--- config.mk ---
export PLATFORM = sky130hd
export DESIGN_NAME = tws_port
export DESIGN_NICKNAME = d
export VERILOG_FILES = /design/src/hdl/tws_pkg.sv /design/src/hdl/tws_fifo.sv /design/src/hdl/tws_port.sv
export SDC_FILE = /design/constraint.sdc
export NUM_CORES = 1
export LEC_CHECK = 0
export BUFFER_PORTS_ARGS = -buffer_cell sky130_fd_sc_hd__clkbuf_2
export CAP_MARGIN = 10
export CORE_MARGIN = 1.5
export CORE_UTILIZATION = 35
export DETAILED_ROUTE_END_ITERATION = 8
export GPL_TIMING_DRIVEN = 1
export SYNTH_ARGS = -nofsm -noshare
export SYNTH_HDL_FRONTEND = slang
export SYNTH_SLANG_ARGS = --single-unit
--- constraint.sdc ---
create_clock -name clk -period 3 [get_ports clk]
set_input_delay 0 -clock clk [delete_from_list [all_inputs] [get_ports clk]]
set_output_delay 0 -clock clk [all_outputs]
set_load 0.005 [all_outputs]
--- src/hdl/tws_pkg.sv ---
// Package of constants, states and carrier types for the three-wire serial configuration port.
package tws_pkg;

  // ************************************************************
  // Register map
  // ************************************************************
  localparam logic [6:0] ADDR_STATUS     = 7'h6E;
  localparam logic [6:0] ADDR_ALIGN_CTRL = 7'h18;
  localparam logic [6:0] ADDR_SPI_CTRL   = 7'h6C;
  localparam logic [6:0] ADDR_CAL_CTRL   = 7'h6D;
  localparam logic [6:0] ADDR_INIT_CTRL  = 7'h6F;
  localparam logic [6:0] ADDR_SYSREF_CTL = 7'h70;
  localparam logic [6:0] ADDR_CLK_OE     = 7'h74;
  localparam logic [6:0] ADDR_SYS_OE     = 7'h76;
  localparam logic [6:0] ADDR_FORBID_LO  = 7'h78;

  // ************************************************************
  // Field positions
  // ************************************************************
  localparam int BIT_READY       = 1;
  localparam int BIT_ALIGN_ACT   = 2;
  localparam int BIT_ALIGN_START = 0;
  localparam int BIT_READ_EDGE   = 0;
  localparam int BIT_BIAS_CAL    = 0;
  localparam int BIT_DELAY_CAL   = 1;
  localparam int BIT_DIV_INIT    = 0;
  localparam int BIT_COUPLING    = 0;
  localparam int BIT_SYS_PD      = 1;

  // ************************************************************
  // Reset values
  // ************************************************************
  localparam logic [7:0] RST_CLK_OE = 8'hFF;
  localparam logic [7:0] RST_SYS_OE = 8'h00;
  localparam logic [7:0] RST_ZERO   = 8'h00;

  // ************************************************************
  // Timing
  // ************************************************************
  localparam int CLK_MHZ         = 250;
  localparam int CLK_OFF_MS      = 2;
  localparam int CLK_OFF_CYCLES  = CLK_OFF_MS * 1000 * CLK_MHZ;
  localparam int OP_BUSY_CYCLES  = 16;
  localparam int FIFO_DEPTH_DEF  = 8;

  // Serial state.
  typedef enum logic [1:0] {
    TWS_IDLE  = 2'b00,
    TWS_CMD   = 2'b01,
    TWS_WRITE = 2'b10,
    TWS_READ  = 2'b11
  } tws_state_t;

  // One received write byte with its target address.
  typedef struct packed {
    logic [6:0] addr;
    logic [7:0] data;
  } tws_wr_t;

endpackage

--- src/hdl/tws_fifo.sv ---
// Parameterised valid/ready FIFO carrying received write bytes.
`timescale 1ns/1ps
`default_nettype none
module tws_fifo #(
  parameter int WIDTH = 15,
  parameter int DEPTH = 8
) (
  // Clock and reset
  input  wire logic             clk,
  input  wire logic             rst_n,
  input  wire logic             ce,
  // Fill side
  input  wire logic             in_valid,
  output logic                  in_ready,
  input  wire logic [WIDTH-1:0] in_data,
  // Drain side
  output logic                  out_valid,
  input  wire logic             out_ready,
  output logic [WIDTH-1:0]      out_data
);
  localparam int AW = (DEPTH > 1) ? $clog2(DEPTH) : 1;

  // Pointer wrap relies on a power-of-two depth of at least 2, so refuse any other.
  if (DEPTH < 2 || (DEPTH & (DEPTH - 1)) != 0) begin : g_bad_depth
    $error("DEPTH must be a power of two");
  end

  logic [WIDTH-1:0] mem [DEPTH];
  logic [AW:0]      wr_ptr_ff;
  logic [AW:0]      rd_ptr_ff;
  wire              push = ce && in_valid && in_ready;
  wire              pop  = ce && out_valid && out_ready;

  // Full when pointers differ only in the wrap bit.
  assign in_ready  = (wr_ptr_ff ^ rd_ptr_ff) != {1'b1, {AW{1'b0}}};
  assign out_valid = wr_ptr_ff != rd_ptr_ff;
  assign out_data  = mem[rd_ptr_ff[AW-1:0]];

  // Storage has no reset; only valid entries are ever read.
  always_ff @(posedge clk) begin
    if (push) begin
      mem[wr_ptr_ff[AW-1:0]] <= in_data;
    end
  end

  // Pointers.
  always_ff @(posedge clk or negedge rst_n) begin
    if (!rst_n) begin
      wr_ptr_ff <= '0;
      rd_ptr_ff <= '0;
    end else begin
      if (push) wr_ptr_ff <= wr_ptr_ff + 1'b1;
      if (pop)  rd_ptr_ff <= rd_ptr_ff + 1'b1;
    end
  end
endmodule
`default_nettype wire

--- src/hdl/tws_port.sv ---
// Three-wire serial slave port with start-up, alignment, calibration and init sequencing.
`timescale 1ns/1ps
`default_nettype none
module tws_port
  import tws_pkg::*;
#(
  parameter int CLK_OFF_CNT = CLK_OFF_CYCLES,
  parameter int FIFO_DEPTH  = FIFO_DEPTH_DEF
) (
  // Clock, reset, enable
  input  wire logic       clk,
  input  wire logic       rst_n,
  input  wire logic       ce,
  // Serial pins
  input  wire logic       sclk_pin,
  input  wire logic       chip_select_n,
  input  wire logic       sdio_in,
  output logic            sdio_out,
  output logic            sdio_oe_n,
  // Analog-side handshakes
  input  wire logic       ref_in,
  input  wire logic       clk_valid,
  input  wire logic       align_done,
  input  wire logic       cal_done,
  input  wire logic       init_done,
  // Controls to the analog side
  output logic            clk_input_enable,
  output logic            bias_cal_pulse,
  output logic            delay_cal_pulse,
  output logic            divider_init_pulse,
  output logic            align_run,
  output logic [7:0]      clock_output_en,
  output logic [7:0]      sysref_output_en,
  output logic            sysref_crosspoint
);
  // A zero start-up count would open the clock input at once, so refuse it.
  if (CLK_OFF_CNT < 1) begin : g_bad_off_cnt
    $error("CLK_OFF_CNT must be at least 1");
  end

  // ************************************************************
  // Input synchronisers
  // ************************************************************
  // Two flops per pin; the first stage feeds only the second.
  logic [3:0] sy1_ff;
  logic [3:0] sy2_ff;
  logic [0:0] sclk_hist_ff;
  logic       ref_d_ff;
  always_ff @(posedge clk or negedge rst_n) begin
    if (!rst_n) begin
      sy1_ff <= 4'h2;  // Idle levels: select high, clock low, so no false edge.
      sy2_ff <= 4'h2;
    end else if (ce) begin
      sy1_ff <= {ref_in, sdio_in, chip_select_n, sclk_pin};
      sy2_ff <= sy1_ff;
    end
  end
  wire sclk_s = sy2_ff[0];
  wire cs_n_s = sy2_ff[1];
  wire sdi_s  = sy2_ff[2];
  wire ref_s  = sy2_ff[3];

  // Edge history on synchronised signals only.
  always_ff @(posedge clk or negedge rst_n) begin
    if (!rst_n) begin
      sclk_hist_ff <= 1'b0;
      ref_d_ff     <= 1'b0;
    end else if (ce) begin
      sclk_hist_ff <= sclk_s;
      ref_d_ff     <= ref_s;
    end
  end
  wire sclk_rise = sclk_s && !sclk_hist_ff[0];
  wire sclk_fall = !sclk_s && sclk_hist_ff[0];
  wire ref_rise  = ref_s && !ref_d_ff;

  // ************************************************************
  // Registers
  // ************************************************************
  logic       ready_ff;
  logic       align_start_ff;
  logic       align_act_ff;
  logic       align_seen_ff;
  logic       read_edge_ff;
  logic       bias_cal_ff;
  logic       delay_cal_ff;
  logic       div_init_ff;
  logic       coupling_ff;
  logic       sys_pd_ff;
  logic [7:0] clk_oe_ff;
  logic [7:0] sys_oe_ff;

  // Register read decode, used for the shift register load.
  function automatic logic [7:0] rd_mux(input logic [6:0] a);
    case (a)
      ADDR_STATUS:     rd_mux = 8'({align_act_ff, ready_ff, 1'b0} << (BIT_READY - 1));
      ADDR_ALIGN_CTRL: rd_mux = {7'h00, align_start_ff};
      ADDR_SPI_CTRL:   rd_mux = {7'h00, read_edge_ff};
      ADDR_CAL_CTRL:   rd_mux = {6'h00, delay_cal_ff, bias_cal_ff};
      ADDR_INIT_CTRL:  rd_mux = {7'h00, div_init_ff};
      ADDR_SYSREF_CTL: rd_mux = {6'h00, sys_pd_ff, coupling_ff};
      ADDR_CLK_OE:     rd_mux = clk_oe_ff;
      ADDR_SYS_OE:     rd_mux = sys_oe_ff;
      default:         rd_mux = 8'h00;
    endcase
  endfunction

  // ************************************************************
  // Serial engine
  // ************************************************************
  tws_state_t state_ff;
  logic [2:0] bit_cnt_ff;
  logic [7:0] shift_ff;
  logic [6:0] addr_ff;
  logic       drive_ff;
  logic       sdo_ff;
  logic       wr_valid_ff;
  tws_wr_t    wr_ff;
  logic       fifo_in_ready;

  wire        byte_end   = sclk_rise && (bit_cnt_ff == 3'h7);
  wire [7:0]  shift_in   = {sdi_s, shift_ff[7:1]};
  wire        tx_edge    = read_edge_ff ? sclk_rise : sclk_fall;
  wire [6:0]  addr_next  = addr_ff + 7'h01;

  // Serial state machine; select high returns it to idle and clears the bit count.
  always_ff @(posedge clk or negedge rst_n) begin
    if (!rst_n) begin
      state_ff   <= TWS_IDLE;
      bit_cnt_ff <= 3'h0;
      shift_ff   <= 8'h00;
      addr_ff    <= 7'h00;
    end else if (ce) begin
      if (cs_n_s) begin
        state_ff   <= TWS_IDLE;
        bit_cnt_ff <= 3'h0;
      end else begin
        case (state_ff)
          TWS_IDLE: begin
            state_ff <= TWS_CMD;
          end
          TWS_CMD: begin
            if (sclk_rise) begin
              shift_ff   <= shift_in;
              bit_cnt_ff <= bit_cnt_ff + 3'h1;
            end
            if (byte_end) begin
              addr_ff  <= shift_in[7:1];
              state_ff <= shift_in[0] ? TWS_READ : TWS_WRITE;
              if (shift_in[0]) shift_ff <= rd_mux(shift_in[7:1]);
            end
          end
          TWS_WRITE: begin
            if (sclk_rise) begin
              shift_ff   <= shift_in;
              bit_cnt_ff <= bit_cnt_ff + 3'h1;
            end
            if (byte_end) addr_ff <= addr_next;
          end
          TWS_READ: begin
            if (sclk_rise) bit_cnt_ff <= bit_cnt_ff + 3'h1;
            if (tx_edge) shift_ff <= {1'b0, shift_ff[7:1]};
            if (byte_end) begin
              addr_ff  <= addr_next;
              shift_ff <= rd_mux(addr_next);
            end
          end
          default: state_ff <= TWS_IDLE;
        endcase
      end
    end
  end

  // Line driver: presents bit 0 on the chosen edge once in read phase.
  always_ff @(posedge clk or negedge rst_n) begin
    if (!rst_n) begin
      drive_ff <= 1'b0;
      sdo_ff   <= 1'b0;
    end else if (ce) begin
      if (cs_n_s || state_ff != TWS_READ) begin
        drive_ff <= 1'b0;
      end else if (tx_edge) begin
        drive_ff <= 1'b1;
        sdo_ff   <= shift_ff[0];
      end
    end
  end
  assign sdio_out  = sdo_ff;
  assign sdio_oe_n = !drive_ff;

  // Completed write byte; partial bytes never reach here.
  always_ff @(posedge clk or negedge rst_n) begin
    if (!rst_n) begin
      wr_valid_ff <= 1'b0;
      wr_ff       <= '0;
    end else if (ce) begin
      if (wr_valid_ff && fifo_in_ready) wr_valid_ff <= 1'b0;
      if (state_ff == TWS_WRITE && byte_end && !cs_n_s) begin
        wr_valid_ff <= 1'b1;
        wr_ff       <= '{addr: addr_ff, data: shift_in};
      end
    end
  end

  // ************************************************************
  // Write FIFO
  // ************************************************************
  logic    fifo_out_valid;
  tws_wr_t fifo_out;
  wire     commit_ready = !div_init_ff;  // Stall commits while init runs.

  tws_fifo #(.WIDTH($bits(tws_wr_t)), .DEPTH(FIFO_DEPTH)) u_fifo (
    .clk       (clk),
    .rst_n     (rst_n),
    .ce        (ce),
    .in_valid  (wr_valid_ff),
    .in_ready  (fifo_in_ready),
    .in_data   (wr_ff),
    .out_valid (fifo_out_valid),
    .out_ready (commit_ready),
    .out_data  (fifo_out)
  );

  wire commit = fifo_out_valid && commit_ready;
  function automatic logic hit(input logic [6:0] a);
    hit = commit && (fifo_out.addr == a);
  endfunction
  wire [7:0] wd = fifo_out.data;

  // ************************************************************
  // Start-up timer and sequencing
  // ************************************************************
  logic [31:0] boot_cnt_ff;
  logic [4:0]  op_cnt_ff;
  wire         boot_done = boot_cnt_ff == 32'(CLK_OFF_CNT);

  // Clock input held off for the start-up interval.
  always_ff @(posedge clk or negedge rst_n) begin
    if (!rst_n) begin
      boot_cnt_ff <= 32'h0;
      ready_ff    <= 1'b0;
    end else if (ce) begin
      if (!boot_done) boot_cnt_ff <= boot_cnt_ff + 32'h1;
      ready_ff <= boot_done;
    end
  end

  // Register write and self-clearing trigger bits; hardware clear never drops a new set.
  always_ff @(posedge clk or negedge rst_n) begin
    if (!rst_n) begin
      align_start_ff <= 1'b0;
      align_act_ff   <= 1'b0;
      align_seen_ff  <= 1'b0;
      read_edge_ff   <= 1'b0;
      bias_cal_ff    <= 1'b0;
      delay_cal_ff   <= 1'b0;
      div_init_ff    <= 1'b0;
      coupling_ff    <= 1'b0;
      sys_pd_ff      <= 1'b0;
      clk_oe_ff      <= RST_CLK_OE;
      sys_oe_ff      <= RST_SYS_OE;
      op_cnt_ff      <= 5'h0;
    end else if (ce) begin
      // Alignment: start bit hands over to the active flag, then clears.
      if (align_start_ff) begin
        align_start_ff <= 1'b0;
        align_act_ff   <= 1'b1;
        align_seen_ff  <= 1'b0;
      end else if (align_act_ff) begin
        if (ref_rise && clk_valid) align_seen_ff <= 1'b1;
        if (align_seen_ff && align_done) align_act_ff <= 1'b0;
      end
      // Calibration bits clear when the analog side reports done.
      if (cal_done) begin
        bias_cal_ff  <= 1'b0;
        delay_cal_ff <= 1'b0;
      end
      // Init runs at least a fixed time and until the analog side is done.
      if (div_init_ff) begin
        if (op_cnt_ff != 5'(OP_BUSY_CYCLES)) op_cnt_ff <= op_cnt_ff + 5'h1;
        else if (init_done) div_init_ff <= 1'b0;
      end
      if (hit(ADDR_ALIGN_CTRL) && wd[BIT_ALIGN_START]) align_start_ff <= 1'b1;
      if (hit(ADDR_SPI_CTRL))   read_edge_ff <= wd[BIT_READ_EDGE];
      if (hit(ADDR_CAL_CTRL)) begin
        if (wd[BIT_BIAS_CAL])  bias_cal_ff  <= 1'b1;
        if (wd[BIT_DELAY_CAL]) delay_cal_ff <= 1'b1;
      end
      if (hit(ADDR_INIT_CTRL) && wd[BIT_DIV_INIT]) begin
        div_init_ff <= 1'b1;
        op_cnt_ff   <= 5'h0;
      end
      if (hit(ADDR_SYSREF_CTL)) begin
        coupling_ff <= wd[BIT_COUPLING];
        sys_pd_ff   <= wd[BIT_SYS_PD];
      end
      if (hit(ADDR_CLK_OE)) clk_oe_ff <= wd;
      if (hit(ADDR_SYS_OE)) sys_oe_ff <= wd;
    end
  end

  // ************************************************************
  // Outputs, all registered
  // ************************************************************
  logic       cal_arm_ff;
  logic       xp_ff;
  always_ff @(posedge clk or negedge rst_n) begin
    if (!rst_n) begin
      clk_input_enable   <= 1'b0;
      bias_cal_pulse     <= 1'b0;
      delay_cal_pulse    <= 1'b0;
      divider_init_pulse <= 1'b0;
      align_run          <= 1'b0;
      clock_output_en    <= 8'h00;
      sysref_output_en   <= 8'h00;
      sysref_crosspoint  <= 1'b0;
      cal_arm_ff         <= 1'b0;
      xp_ff              <= 1'b0;
    end else if (ce) begin
      clk_input_enable   <= boot_done;
      cal_arm_ff         <= bias_cal_ff | delay_cal_ff;
      bias_cal_pulse     <= bias_cal_ff && !cal_arm_ff;
      delay_cal_pulse    <= delay_cal_ff && !cal_arm_ff;
      divider_init_pulse <= div_init_ff && op_cnt_ff == 5'h0;
      align_run          <= align_seen_ff && align_act_ff;
      clock_output_en    <= div_init_ff ? 8'h00 : clk_oe_ff;
      sysref_output_en   <= div_init_ff ? 8'h00 : sys_oe_ff;
      // Powerdown falling edge under AC coupling parks pairs at crosspoint.
      if (sys_pd_ff) xp_ff <= 1'b1;
      if (xp_ff && !sys_pd_ff && coupling_ff) sysref_crosspoint <= 1'b1;
      if (!sys_pd_ff) xp_ff <= 1'b0;
      if (!coupling_ff || ref_rise) sysref_crosspoint <= 1'b0;
    end
  end
endmodule
`default_nettype wire

* Word level (Yosys, flattened, before mapping)
Memory sizes are Yosys's and may differ from the RTL's.
Cells that the tools add are included.
** Operators by class
- $add $sub $neg :: 6
- Multipliers :: 0
- Div/mod/pow operators :: 0
- Magnitude comparators :: 0
- Equality and inequality tests :: 36
- Shift-type cells :: 0
- Muxes and demuxes :: 50
- Bitwise gates (word level) :: 5
- Reduce and logical (&&, ||, !) cells :: 72
** Operator list (count)
- $eq A7 B7 Y1 const B :: 20
- $pmux W8 S8 :: 2
- $mux W8 :: 7
- $add A32 B1 Y32 const B :: 1
- $eq A32 B19 Y1 const B :: 1
- $logic_and A1 B1 Y1 :: 29
- $mux W1 :: 28
- $pmux W8 S3 :: 1
- $eq A7 B5 Y1 const B :: 3
- $reduce_bool A2 Y1 :: 10
- $reduce_and A2 Y1 :: 9
- $mux W5 :: 3
- $reduce_and A3 Y1 :: 5
- $mux W7 :: 2
- $pmux W7 S2 :: 1
- $logic_not A1 Y1 :: 9
- $mux W3 :: 3
- $add A4 B1 Y4 const B :: 2
- $add A7 B1 Y7 const B :: 1
- $ne A3 B3 Y1 const B :: 2
- $reduce_bool A3 Y1 :: 2
- $add A5 B1 Y5 const B :: 1
- $logic_not A5 Y1 :: 1
- $ne A5 B5 Y1 const B :: 1
- other kinds (19) :: 25
** Storage, ports and cells
- Flip-flop bits (word level) :: 142
- Bits in latches :: 0
- Bits in writable memories :: 120
- Bits in read-only memories :: 0
- Bits of input ports :: 11
- Output and inout bits :: 24
- Logic and storage cells :: 208
- Memories kept :: 1
** Memories
- u_fifo.mem :: words 8, bits a word 15, read ports 1, clocked after Yosys merged registers in 0, write ports 1, RTL line tws_fifo.sv:28 : logic [WIDTH-1:0] mem [DEPTH];

* Depth between registers and ports, before layout
- Depth in word-level cells :: 7
- Depth in mapped cells :: 9
- Mapped depth without buffers :: 8

* Hierarchy
Synthesis repeated with hierarchy kept, for this count alone.
** Unflattened totals
- Cell total of the unflattened synthesis :: 915
- Area total of the unflattened synthesis :: 12102.9 µm²
** Modules (own cells, without submodules)
- tws_port :: times used 1, cells each 684, area each 6955.4 µm²
- tws_fifo :: times used 1, cells each 231, area each 5147.4 µm²

* Worst setup path after synthesis
No wires, ideal clock.
- Kind :: register -> register
- Start :: register u_fifo.rd_ptr_ff[0]
- End :: memory u_fifo.mem[4][0], enable pin
- Data arrival time :: 2650 ps
- Slack :: -56 ps
- Cell stages (with the launch flop) :: 7
- Clock period less this slack :: 3056 ps
- Cell sequence :: dfrtp_1 > buf_4 > xor2_1 > nor3_1 > a211oi_1 > nand2_1 > nor3_1
** On the way
- Longest elaborated chain between the ends :: 5
** RTL lines
- start, declared :: RTL line tws_fifo.sv:30 : logic [AW:0] rd_ptr_ff;
- start signal, assigned :: RTL line tws_fifo.sv:53 : if (pop) rd_ptr_ff <= rd_ptr_ff + 1'b1;
- $xor A4 B4 Y4 :: RTL line tws_fifo.sv:35 : assign in_ready = (wr_ptr_ff ^ rd_ptr_ff) != {1'b1, {AW{1'b0}}};
- $ne A4 B4 Y1 :: RTL line tws_fifo.sv:35
- $logic_and A1 B1 Y1 :: RTL line tws_fifo.sv:31 : wire push = ce && in_valid && in_ready;
- $mux W1 :: RTL line tws_fifo.sv:41 : if (push) begin
- $mux W1 (not written as such) :: RTL line tws_fifo.sv:42 : mem[wr_ptr_ff[AW-1:0]] <= in_data;
- end, declared :: RTL line tws_fifo.sv:28
Every way passes these cells.

* Worst setup path in the final report
- Start :: register u_fifo.rd_ptr_ff[2]
- End :: register sys_oe_ff[0]
** On the way
- Longest elaborated chain between the ends :: 4
- Elaborated cells between the ends (all ways) :: 6
** RTL lines
- $mem_v2 Z8 W15 / $ne A4 B4 Y1 (equally long branches)
- $eq A7 B7 Y1 / $logic_and A1 B1 Y1 (equally long branches) :: RTL line tws_port.sv:226, tws_port.sv:224
- $logic_and A1 B1 Y1 :: RTL line tws_port.sv:226 : hit = commit && (fifo_out.addr == a);
- $reduce_and A2 Y1 (no source line)
- end signal, assigned :: RTL line tws_port.sv:298 : if (hit(ADDR_SYS_OE)) sys_oe_ff <= wd;
- end, declared :: RTL line tws_port.sv:91 : logic [7:0] sys_oe_ff;
Parallel ways exist; a longest one is shown, timed or not.
A chain may end at the register's enable or synchronous reset.

==> out/summary.txt <==
Number of slew-limit violations in the final report: 0
Antenna cell count: 0
Worst path cell trace: mux4_1 -> nand2_1 -> o21ai_0 -> nor3_4 -> nand4_4 -> mux2_4
Vias in the first global route: 8189
Final cycle utilization of the critical path: 90.3%
Synthesized cell area: 12400 µm²
Overall routing resource usage: 16.6%
Worst VDD drop: 0.000516 V
Hold Crit Endpoint: boot_cnt_ff[2]$_DFFE_PN0P_
Number of enable-type register cells in the synthesized netlist: 120
Synthesized net count: 995
Post-synth ARST share: 54.2%
Wire length per cell: 19.3 µm
Residual DRC count: 0
Clock period minus final worst setup slack: 2.71 ns
Peak Freq: 369 MHz
Nature of the critical path endpoint: register
Maximum Capacitance Violations: 0
Headroom to the max-slew limit: 43.7%
Clock Skew: 0.0139 ns
Routed via count divided by cell count: 5.37
Post-Layout Cell Count: 1512
Setup-violating endpoint count in the final report: 0
Sequential fraction of the synthesis area: 57.9%
Core area: 34600 µm²
Distinct cell type count after synthesis: 80
Worst r2r dst: sys_oe_ff[0]$_DFFE_PN0P_
Final number of hold-violating endpoints: 0
Slew at the pin closest to its max-slew limit: 0.844 ns
Level count of the clock H-tree: 1
Die extent in x: 191 µm
Max Root-Sink Buffers: 3
Register clock-pin slew on the reported worst setup and hold paths: 0.06 ns
Critical path buffers and inverters: 0
Effective utilization at floorplan: 35.7%
Antenna Nets Post-Route: 0
Maximum number of pins on one net before global-route repair: 79
Share of final-layout standard cells stronger than drive strength 1: 21.5%
Startpoint type of the worst setup path: register
Critical path's slowest cell: dfrtp_1
Hold path startpoint: ce
Clock root buffer: clkbuf_16
Sinks on the clock net: 262
Total iterations of the first detailed-routing run: 5
Detailed Place HPWL: 20400 µm
Worst endpoint data arrival time: 3.14 ns
Crit Path Class: register to register
Worst min-delay path category: input port to register
GR Overflow Total: 0
Clock insertion delay at the later pin of the skew report: 0.55 ns
Global-route wire length before repair: 47100 µm
Number of gates resized after CTS: 0
Critical Path Max Stage Delay: 0.89 ns
Pwr per Cell Area: 789 nW/µm²
Post-layout net count: 1058
Quantity of I/O buffers inserted on ports: 34
Worst-case reg-to-reg path depth: 6
Std-Cell Rows: 68
Growth of design area from synthesis to finish: 14.8%
Number of warnings issued by yosys: 0
Worst R2R Start: u_fifo.rd_ptr_ff[2]$_DFFE_PN0P_
Critical path data required time: 3.43 ns
Hold path depth: 4
DIE AREA: 36500 µm²
Synth Area per Inst: 12.7 µm²
CTS tree: yes
Number of DRC violations after detailed-routing iteration 0: 684
CTS Buf Count: 29
Critical path peak fanout: 20
Leading register cell type out of synthesis: dfrtp_1
Total leakage power: 5.48 nW
Placer congestion estimate: 0.874
Status: finished, final reports clean
RSZ-0062 raised after global routing: false
Cell count after placement: 1449
Flip-flop and latch count after synthesis: 262
Number of antenna violations at the first check in global routing: 0
Number of vias after detailed routing: 8113
Delay-heaviest family, CP: flip-flops
Total wirelength of the detailed-routed design: 29300 µm
Worst setup slack for register-to-register paths: 0.29 ns
Die Y-Extent: 191 µm
Gate Count Post-Synth: 971
Final sum of negative setup slack: 0 ns
Count of pins on the block boundary: 35
state kept, by name, indices dropped and copies added (netlist names), 2 cells and up:
| signal | count |
|---|---|
| u_fifo.mem | 120 |
| boot_cnt_ff | 32 |
| wr_ff | 15 |
| clk_oe_ff | 8 |
| clock_output_en | 8 |
| shift_ff | 8 |
| sys_oe_ff | 8 |
| sysref_output_en | 8 |
| addr_ff | 7 |
| op_cnt_ff | 5 |
| sy1_ff | 4 |
| sy2_ff | 4 |
| u_fifo.rd_ptr_ff | 4 |
| u_fifo.wr_ptr_ff | 4 |
| bit_cnt_ff | 3 |
| state_ff | 2 |
worst max path at each step:
stage,from,end,cells past startpoint
global placement,u_fifo.rd_ptr_ff[1]$_DFFE_PN0P_,sys_oe_ff[6]$_DFFE_PN0P_,6
CTS,u_fifo.rd_ptr_ff[2]$_DFFE_PN0P_,sys_oe_ff[0]$_DFFE_PN0P_,6
floorplan,u_fifo.rd_ptr_ff[0]$_DFFE_PN0P_,u_fifo.mem[7][0]$_DFFE_PP_,6
global route,u_fifo.rd_ptr_ff[2]$_DFFE_PN0P_,u_fifo.mem[6][6]$_DFFE_PP_,6
finish,u_fifo.rd_ptr_ff[2]$_DFFE_PN0P_,sys_oe_ff[0]$_DFFE_PN0P_,6
detailed placement,u_fifo.rd_ptr_ff[2]$_DFFE_PN0P_,sys_oe_ff[5]$_DFFE_PN0P_,6
kinds of logic (layout without fill, tap and decap cells):
family,Yosys count,count (layout),synth area share (%)
compound gates,161,161,9.18
xor+xnor,47,47,3.33
simple gates,316,316,13.5
mux,96,96,12.1
flops,262,262,57.9
buf+inv,76,162,2.58
fa+ha+maj,13,13,1.31
routing by layer:
layer | share of wire (%) | track usage (%) | wire, µm
met3 | 4.8 | 2.52 | 1410
met4 | 2.7 | 5.00 | 804
met1 | 47 | 24.1 | 13800
met2 | 45 | 25.5 | 13200
met5 | 0 | 0 | 0
worst reg2reg max path: cells and delay by family, from the launching register on:
kind             cells  cell delay, ns
flip-flops           1            0.89
AO/OA/AOI/OAI        1            0.23
AND/OR/NAND/NOR      3            0.70
multiplexers         2            0.78
cells in the mapped netlist, types with 23 or more instances:
master      n  area, µm²
a21oi_1    25        125
clkbuf_1   27        101
dfrtp_1   132       3300
edfxtp_1  120       3600
inv_1      25       93.8
mux2_2     30        338
mux4_2     26        586
nand2_1   103        387
nand3_1    41        205
nor2_1     34        128
nor2b_1    23        144
o21ai_0    31        155
xnor2_1    30        263
cells in the final DEF (no fill, tap or decap), types with 16 or more instances in the layout:
master and n:
mux4_2 26, nand2_1 103, nand2b_1 18, nor2_1 34
mux2i_1 17, dfrtp_1 130, mux2_2 30, mux2_4 16
clkbuf_2 33, o21ai_0 31, xnor2_1 30, nor3_1 18
clkbuf_16 29, inv_1 25, nand3_1 41, a21oi_1 25
buf_4 38, nor2b_1 23, xor2_1 17, edfxtp_1 120
what timing repair did:
item / in CTS / in global routing
endpoints found under the hold margin: 84 / 0
hold buffers: 9 / 0
buffers inserted: 0 / 0
through the flow:
step	instance area (µm²)	utilization [%]	total power, W	hold slack (ns)	worst slack, ns
detailed placement	13200	38.1	0.00786	0.0944	0.299
floorplan	12400	-	0.00694	-0.296	0.280
CTS	14200	41.0	0.0113	0.0420	0.301
global placement	13200	38.1	0.00782	0.0930	0.353
global route	14200	41.0	0.0118	0.0786	0.0443
finish	14200	41.0	0.0112	0.0324	0.290
final cells by class:
| type | count | area (µm²) |
|---|---|---|
| Clock inverter | 10 | 91.3 |
| Fill cell | 3191 | 20400 |
| Sequential cell | 262 | 7170 |
| Multi-Input combinational cell | 633 | 4890 |
| Clock buffer | 44 | 822 |
| Timing Repair Buffer | 81 | 552 |
| Inverter | 27 | 101 |
| Tap cell | 455 | 569 |
power by group:
| part | leakage (nW) | internal [W] | total, W | switching [W] |
|---|---|---|---|---|
| clock | 0.442 | 0.00198 | 0.00340 | 0.00142 |
| combinational | 2.23 | 0.00135 | 0.00277 | 0.00143 |
| sequential | 2.82 | 0.00422 | 0.00503 | 0.000812 |
| total | 5.48 | 0.00755 | 0.0112 | 0.00366 |
Power figures use the tool's default switching activity.
